### src/verilog/tcc_pkg.sv
/*
   Shared constants for the 16-bit capture/compare timer: mode codes,
   prescaler field positions, count clock selection codes and edge codes.
   Assumes the consumer imports the whole package.
*/
`default_nettype none

package tcc_pkg;

   // Widths
   localparam int unsigned TCC_CNT_W  = 16;
   localparam int unsigned TCC_PRE_W  = 8;

   // Reset values, count increment and count maximum
   localparam logic [15:0] TCC_CNT_RST  = 16'h0000;
   localparam logic [15:0] TCC_CC_RST   = 16'h0000;
   localparam logic [7:0]  TCC_PRE_RST  = 8'h00;
   localparam logic [15:0] TCC_CNT_ONE  = 16'h0001;
   localparam logic [15:0] TCC_CNT_MAX  = 16'hffff;

   // Operating mode codes on the mode_control_register port
   localparam logic [2:0] TCC_MC_STOP     = 3'h0;
   localparam logic [2:0] TCC_MC_INTERVAL = 3'h1;
   localparam logic [2:0] TCC_MC_PPG      = 3'h2;
   localparam logic [2:0] TCC_MC_CAP_ONE  = 3'h3;
   localparam logic [2:0] TCC_MC_CAP_PINS = 3'h4;
   localparam logic [2:0] TCC_MC_CAP_TWO  = 3'h5;
   localparam logic [2:0] TCC_MC_RESTART  = 3'h6;

   // Field positions in prescaler_mode_a
   localparam int unsigned TCC_CKS_LO     = 0;
   localparam int unsigned TCC_CKS_HI     = 1;
   localparam int unsigned TCC_ES_A_LO    = 4;
   localparam int unsigned TCC_ES_A_HI    = 5;
   localparam int unsigned TCC_ES_B_LO    = 6;
   localparam int unsigned TCC_ES_B_HI    = 7;
   // Position of clock_select_high_bit in prescaler_mode_b
   localparam int unsigned TCC_CKS_TOP    = 0;

   // Count clock selection codes
   localparam logic [2:0] TCC_CK_DIV2     = 3'h0;
   localparam logic [2:0] TCC_CK_DIV16    = 3'h1;
   localparam logic [2:0] TCC_CK_WATCH    = 3'h2;
   localparam logic [2:0] TCC_CK_TRIG_A   = 3'h3;
   localparam logic [2:0] TCC_CK_DIV4     = 3'h4;
   localparam logic [2:0] TCC_CK_DIV64    = 3'h5;
   localparam logic [2:0] TCC_CK_DIV256   = 3'h6;

   // Prescaler masks: a tick fires when the masked bits are all ones
   localparam logic [7:0] TCC_MASK_DIV2   = 8'h01;
   localparam logic [7:0] TCC_MASK_DIV4   = 8'h03;
   localparam logic [7:0] TCC_MASK_DIV16  = 8'h0f;
   localparam logic [7:0] TCC_MASK_DIV64  = 8'h3f;
   localparam logic [7:0] TCC_MASK_DIV256 = 8'hff;

   // Edge select codes
   localparam logic [1:0] TCC_ES_FALL     = 2'h0;
   localparam logic [1:0] TCC_ES_RISE     = 2'h1;
   localparam logic [1:0] TCC_ES_BOTH     = 2'h3;

   // Operating modes, one-hot
   typedef enum logic [6:0]
   {
      TCC_STOP     = 7'h01,
      TCC_INTERVAL = 7'h02,
      TCC_PPG      = 7'h04,
      TCC_CAP_ONE  = 7'h08,
      TCC_CAP_PINS = 7'h10,
      TCC_CAP_TWO  = 7'h20,
      TCC_RESTART  = 7'h40
   } tcc_mode_t;

endpackage

`default_nettype wire

### src/verilog/tcc_edge_filter.sv
/*
   Noise filter and edge detector for one trigger input.
   Assumes the input is synchronous to clock and that sample_tick is a
   one-cycle strobe at the sampling rate.
*/
`default_nettype none

module tcc_edge_filter
(
   input  wire logic clock,
   input  wire logic rst_b,
   input  wire logic sample_tick,
   input  wire logic pin,
   output var  logic rise,
   output var  logic fall
);
   import tcc_pkg::*;

   logic samp_r;
   logic level_r;

   // Last sample taken at the sampling strobe
   always_ff @(posedge clock or negedge rst_b)
   begin
      if (!rst_b)
         samp_r <= 1'b0;
      else if (sample_tick)
         samp_r <= pin;
   end

   // Level moves only after two equal samples; shorter glitches are lost
   always_ff @(posedge clock or negedge rst_b)
   begin
      if (!rst_b)
         level_r <= 1'b0;
      else if (sample_tick && (samp_r == pin))
         level_r <= pin;
   end

   // One-cycle pulses on each change of the filtered level
   always_ff @(posedge clock or negedge rst_b)
   begin
      if (!rst_b)
      begin
         rise <= 1'b0;
         fall <= 1'b0;
      end
      else
      begin
         rise <= sample_tick && (samp_r == pin) && pin && !level_r;
         fall <= sample_tick && (samp_r == pin) && !pin && level_r;
      end
   end
endmodule

`default_nettype wire

### src/verilog/tcc_timer.sv
/*
   16-bit timer/event counter with two capture/compare registers: interval
   timer, pulse generator and four pulse width measurement variants.
   Assumes all inputs are synchronous to clock and that software changes
   mode, prescaler and edge fields only while the timer is stopped.
*/
`default_nettype none

module tcc_timer
(
   input  wire logic                           clock,
   input  wire logic                           rst_b,
   input  wire logic [2:0]                     mode_control_register,
   input  wire logic [7:0]                     prescaler_mode_a,
   input  wire logic [7:0]                     prescaler_mode_b,
   input  wire logic                           compare_a_write,
   input  wire logic [tcc_pkg::TCC_CNT_W-1:0]  compare_a_data,
   input  wire logic                           compare_b_write,
   input  wire logic [tcc_pkg::TCC_CNT_W-1:0]  compare_b_data,
   input  wire logic                           trigger_input_a,
   input  wire logic                           trigger_input_b,
   input  wire logic                           watch_timer_interrupt,
   output var  logic [tcc_pkg::TCC_CNT_W-1:0]  count_register,
   output var  logic [tcc_pkg::TCC_CNT_W-1:0]  compare_capture_a,
   output var  logic [tcc_pkg::TCC_CNT_W-1:0]  compare_capture_b,
   output var  logic                           match_a_interrupt,
   output var  logic                           capture_b_interrupt,
   output var  logic                           timer_output_pin
);
   import tcc_pkg::*;

   tcc_mode_t          mode_r;
   tcc_mode_t          mode_nxt;
   logic [7:0]         pre_r;
   logic [2:0]         clk_sel;
   logic               div2_tick;
   logic               cnt_tick;
   logic               samp_tick;
   logic               a_rise;
   logic               a_fall;
   logic               b_rise;
   logic               b_fall;
   logic               a_edge_lo;
   logic               a_edge_hi;
   logic               b_edge_hi;
   logic               a_opposite;
   logic [15:0]        count_r;
   logic [15:0]        count_nxt;
   logic               match_hit;
   logic [1:0]         es_a;
   logic [1:0]         es_b;

   // Edge select decode; code 10 never yields a valid edge
   function automatic logic edge_ok(input logic [1:0] es, input logic rise, input logic fall);
      logic ok;
      ok = 1'b0;
      if (es == TCC_ES_FALL)
         ok = fall;
      else if (es == TCC_ES_RISE)
         ok = rise;
      else if (es == TCC_ES_BOTH)
         ok = rise || fall;
      return ok;
   endfunction

   // Prescaler tick for a power-of-two divisor
   function automatic logic div_tick(input logic [7:0] pre, input logic [7:0] mask);
      return (pre & mask) == mask;
   endfunction

   // Mode code decode; unused codes fall back to stop
   always_comb
   begin
      mode_nxt = TCC_STOP;
      unique case (mode_control_register)
         TCC_MC_INTERVAL: mode_nxt = TCC_INTERVAL;
         TCC_MC_PPG:      mode_nxt = TCC_PPG;
         TCC_MC_CAP_ONE:  mode_nxt = TCC_CAP_ONE;
         TCC_MC_CAP_PINS: mode_nxt = TCC_CAP_PINS;
         TCC_MC_CAP_TWO:  mode_nxt = TCC_CAP_TWO;
         TCC_MC_RESTART:  mode_nxt = TCC_RESTART;
         default:         mode_nxt = TCC_STOP;
      endcase
   end

   // Mode register; the counter trusts software to switch only when stopped
   always_ff @(posedge clock or negedge rst_b)
   begin
      if (!rst_b)
         mode_r <= TCC_STOP;
      else
         mode_r <= mode_nxt;
   end

   // Free prescaler on the peripheral clock
   always_ff @(posedge clock or negedge rst_b)
   begin
      if (!rst_b)
         pre_r <= TCC_PRE_RST;
      else
         pre_r <= pre_r + 8'h01;
   end

   // Count clock selection from the split three-bit field
   assign clk_sel   = {prescaler_mode_b[TCC_CKS_TOP], prescaler_mode_a[TCC_CKS_HI], prescaler_mode_a[TCC_CKS_LO]};
   assign div2_tick = div_tick(pre_r, TCC_MASK_DIV2);
   assign es_a      = prescaler_mode_a[TCC_ES_A_HI:TCC_ES_A_LO];
   assign es_b      = prescaler_mode_a[TCC_ES_B_HI:TCC_ES_B_LO];

   always_comb
   begin
      cnt_tick  = 1'b0;
      samp_tick = 1'b0;
      unique case (clk_sel)
         TCC_CK_DIV2:   cnt_tick = div2_tick;
         TCC_CK_DIV16:  cnt_tick = div_tick(pre_r, TCC_MASK_DIV16);
         TCC_CK_WATCH:  cnt_tick = watch_timer_interrupt;
         TCC_CK_TRIG_A: cnt_tick = edge_ok(es_a, a_rise, a_fall);
         TCC_CK_DIV4:   cnt_tick = div_tick(pre_r, TCC_MASK_DIV4);
         TCC_CK_DIV64:  cnt_tick = div_tick(pre_r, TCC_MASK_DIV64);
         TCC_CK_DIV256: cnt_tick = div_tick(pre_r, TCC_MASK_DIV256);
         default:       cnt_tick = 1'b0; // Prohibited code freezes the count
      endcase
      // An external count clock cannot sample itself, so fall back to /2
      samp_tick = (clk_sel == TCC_CK_TRIG_A) ? div2_tick : cnt_tick;
   end

   // Noise filters on both trigger inputs
   tcc_edge_filter u_filt_a
   (
      .clock       (clock),
      .rst_b       (rst_b),
      .sample_tick (samp_tick),
      .pin         (trigger_input_a),
      .rise        (a_rise),
      .fall        (a_fall)
   );

   tcc_edge_filter u_filt_b
   (
      .clock       (clock),
      .rst_b       (rst_b),
      .sample_tick (samp_tick),
      .pin         (trigger_input_b),
      .rise        (b_rise),
      .fall        (b_fall)
   );

   // Valid edges per field; the opposite edge is undefined for "both"
   assign a_edge_lo  = edge_ok(es_a, a_rise, a_fall);
   assign a_edge_hi  = edge_ok(es_b, a_rise, a_fall);
   assign b_edge_hi  = edge_ok(es_b, b_rise, b_fall);
   assign a_opposite = (es_a == TCC_ES_FALL) ? a_rise : ((es_a == TCC_ES_RISE) ? a_fall : 1'b0);

   // Next count and compare match
   always_comb
   begin
      count_nxt = count_r;
      match_hit = 1'b0;
      unique case (mode_r)
         TCC_STOP:
            count_nxt = TCC_CNT_RST;
         TCC_INTERVAL, TCC_PPG:
            if (cnt_tick)
            begin
               if (count_r == compare_capture_a)
               begin
                  count_nxt = TCC_CNT_RST;
                  match_hit = 1'b1;
               end
               else
                  count_nxt = count_r + TCC_CNT_ONE;
            end
         TCC_RESTART:
            if (a_edge_lo)
               count_nxt = TCC_CNT_RST;
            else if (cnt_tick)
               count_nxt = count_r + TCC_CNT_ONE;
         TCC_CAP_ONE, TCC_CAP_PINS, TCC_CAP_TWO:
            if (cnt_tick)
               count_nxt = count_r + TCC_CNT_ONE;
      endcase
   end

   // Count register
   always_ff @(posedge clock or negedge rst_b)
   begin
      if (!rst_b)
         count_r <= TCC_CNT_RST;
      else
         count_r <= count_nxt;
   end

   assign count_register = count_r;

   // Register A: capture beats a software write landing in the same cycle
   always_ff @(posedge clock or negedge rst_b)
   begin
      if (!rst_b)
         compare_capture_a <= TCC_CC_RST;
      else if ((mode_r == TCC_CAP_PINS) && b_edge_hi)
         compare_capture_a <= count_r;
      else if ((mode_r == TCC_CAP_TWO) && a_opposite)
         compare_capture_a <= count_r;
      else if (compare_a_write)
         compare_capture_a <= compare_a_data;
   end

   // Register B: capture beats a software write landing in the same cycle
   always_ff @(posedge clock or negedge rst_b)
   begin
      if (!rst_b)
         compare_capture_b <= TCC_CC_RST;
      else if ((mode_r == TCC_CAP_ONE) && a_edge_hi)
         compare_capture_b <= count_r;
      else if (((mode_r == TCC_CAP_PINS) || (mode_r == TCC_CAP_TWO) || (mode_r == TCC_RESTART)) && a_edge_lo)
         compare_capture_b <= count_r;
      else if (compare_b_write)
         compare_capture_b <= compare_b_data;
   end

   // Interrupt request pulses, one cycle each
   always_ff @(posedge clock or negedge rst_b)
   begin
      if (!rst_b)
      begin
         match_a_interrupt   <= 1'b0;
         capture_b_interrupt <= 1'b0;
      end
      else
      begin
         match_a_interrupt   <= match_hit || ((mode_r == TCC_CAP_PINS) && b_edge_hi);
         capture_b_interrupt <= ((mode_r == TCC_CAP_ONE) && a_edge_hi)
                             || (((mode_r == TCC_CAP_PINS) || (mode_r == TCC_CAP_TWO) || (mode_r == TCC_RESTART))
                                 && a_edge_lo);
      end
   end

   // Pulse output: active for counts 0..B of each 0..A cycle
   always_ff @(posedge clock or negedge rst_b)
   begin
      if (!rst_b)
         timer_output_pin <= 1'b0;
      else
         timer_output_pin <= (mode_r == TCC_PPG) && (count_nxt <= compare_capture_b);
   end
endmodule

`default_nettype wire

### config.mk
export PLATFORM = sky130hd
export DESIGN_NAME = tcc_timer
export DESIGN_NICKNAME = d
export VERILOG_FILES = /design/src/verilog/tcc_pkg.sv /design/src/verilog/tcc_edge_filter.sv /design/src/verilog/tcc_timer.sv
export SDC_FILE = /design/constraint.sdc
export NUM_CORES = 1
export LEC_CHECK = 0
export ABC_AREA = 1
export BUFFER_PORTS_ARGS = -buffer_cell sky130_fd_sc_hd__clkbuf_2
export CORE_MARGIN = 2
export CORE_UTILIZATION = 47
export DETAILED_ROUTE_END_ITERATION = 8
export HOLD_SLACK_MARGIN = 0.05
export PLACE_DENSITY = 0.72
export RECOVER_POWER = 100
export SETUP_SLACK_MARGIN = 0.1
export SYNTH_ARGS = -nofsm -noshare
export SYNTH_HDL_FRONTEND = slang
export SYNTH_SLANG_ARGS = --single-unit
### constraint.sdc
create_clock -name clock -period 2.5 [get_ports clock]
set_input_delay 0.375 -clock clock [delete_from_list [all_inputs] [get_ports clock]]
set_output_delay 0.375 -clock clock [all_outputs]
set_load 0.05 [all_outputs]
==> impl_metrics.json <==
{
  "yosysWarnings": 0,
  "antenna_found_initial": 0,
  "seq_power_share_pct": 40.8,
  "min_to": "u_filt_a.samp_r",
  "num_rows": 35,
  "diodes": 0,
  "finalWirelength_um": 12800,
  "ys_ff_latch": 74,
  "hold_class": "in -> reg",
  "timing.final.ws_setup_ns": -0.131,
  "nFillCells": 832,
  "finalCriticalPeriod_ns": 2.63,
  "postLayoutCoreUtil_pct": 64.9,
  "arrival_ns": 2.92,
  "max_stage_delay_ns": 0.42,
  "finalSetupViolCount": 1,
  "via_count": 4552,
  "io_buffer_count": 99,
  "crit_chain": "ha_4 -> nand3_4 -> inv_2 -> nand2_2 -> nand3_2 -> nor2_4 -> nand2_4 -> buf_6 -> inv_4 -> nand2_1 -> o21ai_1 -> nor2_1 -> ha_1 -> nand2_4 -> nor4_4 -> nand3_1 -> a21oi_2",
  "antenna_left": 0,
  "synthMuxAreaShare_pct": 0,
  "grt_max_degree": 43,
  "r2r-end": "timer_output_pin",
  "insertion_delay_ns": 0.35,
  "place_hpwl_um": 9250,
  "core_area_um2": 9280,
  "num_io_pins": 109,
  "synth-simple-area-share_pct": 34.6,
  "hold_viol": 0,
  "synth_edf_count": 0,
  "grt_pass1_vias": 4460,
  "gp_congestion": 0.843,
  "synth_top_family_by_area": "simple AND/OR/NAND/NOR gates",
  "crit_path_end_kind": "flip-flop",
  "synth_fa_ha_area_share_pct": 5.00,
  "required_ns": 2.79,
  "holdWs_ns": 0.254,
  "tritoncts": "done",
  "tightest_slew_ns": 0.506,
  "slew_violations": 0,
  "rrSetupSlack_ns": -0.13,
  "synth_area_leaders": "dfrtp_1 (41%), nand2_1 (11%), nand3_1 (8.1%), nand4_1 (5.6%), ha_1 (5.0%)",
  "root_buffer": "clkbuf_8",
  "holdPathStages": 3,
  "die_h_um": 102,
  "fin_crit_sh_pct": 105,
  "avgRoutedWirePerCell_um": 14.9,
  "synth_cells": 576,
  "grt_first_pass_wirelength_um": 20100,
  "cp-start-kind": "flip-flop",
  "finalClockSkew_ns": 0.00702,
  "power.leakage_nw": 2.99,
  "avgSynthCellArea_um2": 7.82,
  "grt_setup_unrepaired": "yes",
  "p_sw_share_pct": 33.4,
  "path_clk_slew_ns": 0.08,
  "crit_buf_inv": 3,
  "slew_headroom_pct": 66.2,
  "vdd_drop_max_uv": 368,
  "synth_cell_type_count": 33,
  "cp_top_family": "simple AND/OR/NAND/NOR gates",
  "maxCapViolCount": 0,
  "regArea_um2": 1880,
  "yosys.area.top_type_share_pct": 40.5,
  "fin_nets": 801,
  "synth-compound-area-share_pct": 4.50,
  "synth_commonest_cells": "nand2_1 (133), dfrtp_1 (73), nand3_1 (73), inv_1 (53), nor2_1 (48)",
  "yosys.area.top_type": "dfrtp_1",
  "syn_to_final_growth_pct": 33.8,
  "seq_area_frac_synth_pct": 41.1,
  "avgViaCountPerCell": 5.30,
  "cp_max_fo": 5,
  "p_int_mw": 2.22,
  "drive_gt1_share_pct": 35.8,
  "comb_power_share_pct": 26.1,
  "overflow": 0,
  "die-area_um2": 10400,
  "criticalPathCategory": "reg -> reg",
  "p_sw_mw": 1.12,
  "violations": "negative setup slack",
  "slowest_stage": "dfrtp_1",
  "status": "finished with violations",
  "drt_first_pass_iters": 7,
  "die-width_um": 102,
  "cts_num_sinks": 74,
  "yosysMostFrequentCell": "nand2_1",
  "fmax_ghz": 0.380,
  "multiInputGateArea_um2": 2500,
  "drtIter0Drc": 225,
  "p_clk_share_pct": 33.1,
  "cts_max_level": 3,
  "cts_buffer_depth": 2,
  "cpMostUsedCell": "nand2_4",
  "drc": 0,
  "numCtsBuffers": 9,
  "syn-cell-area_um2": 4510,
  "ys.flop_type": "dfrtp_1",
  "synth_xor_area_share_pct": 6.03,
  "rr_worst_depth": 17,
  "min_from": "trigger_input_a",
  "initial_core_util_pct": 48.5,
  "async_flop_share_pct": 100,
  "power_density_nw_per_um2": 554,
  "syn-num-nets": 652,
  "grt_usage_pct": 24.6,
  "reg2reg_from": "pre_r[0]"
}
layer usage:
layer	GRT usage [%]	vias up	part of all wire (%)
li1	-	2194	-
met1	28.4	2192	39
met2	45.4	138	54
met3	5.06	28	5.1
met4	7.79	0	1.8
met5	0	-	0
layout by cell type, fill, tap and decap left out, types with 16 or more instances in the layout:
cell      instances
nand4_1          40
dfrtp_1          55
xor2_1           16
nand3_1          72
inv_1            51
nand2_1         128
clkbuf_2         95
buf_4            60
dfrtp_2          18
nor2_1           36
flip-flops by register name, summed over array words and instances, names as in the netlist, 7 cells and up:
name,cells
compare_capture_a,16
compare_capture_b,16
count_register,16
pre_r,8
mode_r,7
stage by stage:
stage,power [mW],area (um^2),setup TNS (ns),cells,setup WS (ns)
2_1_floorplan,1.92,4620,0,576,0.0894
3_3_place_gp,2.14,5450,-0.0339,826,-0.0339
3_5_place_dp,2.17,5450,-0.149,826,-0.149
4_1_cts,3.32,5840,-0.0729,850,-0.0729
5_1_grt,3.50,6030,-0.292,859,-0.292
6_report,3.34,6030,-0.131,859,-0.131
what timing repair did:
item	CTS	global route
gates cloned	2	0
hold endpoints to repair	18	0
resized for setup	19	33
hold buffers	1	0
pin swaps	14	25
setup endpoints to repair	1	1
buffers inserted	5	10
final cells by class:
type / count / share of cell area, %
Clock inverter: 4 / 1.20
Multi-Input combinational cell: 420 / 41.5
Clock buffer: 12 / 2.74
Sequential cell: 74 / 31.1
Inverter: 55 / 3.47
Timing Repair Buffer: 165 / 17.3
Tap cell: 129 / 2.68
worst min-delay path, stage by stage:
cell,delay (ns)
clkbuf_2,0.10
nand2_1,0.05
nand2_1,0.05
power groups by stage:
stage	sequential [mW]	combinational, mW	clock [mW]
floorplan	1.59	0.322	0
global placement	1.38	0.759	0
detailed placement	1.39	0.781	0
CTS	1.36	0.826	1.13
global route	1.37	0.948	1.18
finish	1.36	0.871	1.10
cells by family after synthesis:
family	count (synthesis)
adders and majority gates	18
AOI/OAI and AO/OA	37
xor gates and xnor gates	31
buffers and inverters	83
DFF	74
and+or+nand+nor	333
worst max path at each step:
stage,startpoint,end,slack [ns],cells past startpoint
5_1_grt,pre_r[0],timer_output_pin,-0.29,17
3_3_place_gp,pre_r[1],timer_output_pin,-0.03,18
3_5_place_dp,prescaler_mode_a[5],timer_output_pin,-0.15,18
4_1_cts,pre_r[1],timer_output_pin,-0.07,18
2_1_floorplan,pre_r[0],timer_output_pin,0.09,16
6_report,pre_r[0],timer_output_pin,-0.13,17
Note: power is estimated with default switching activity, not from simulation.
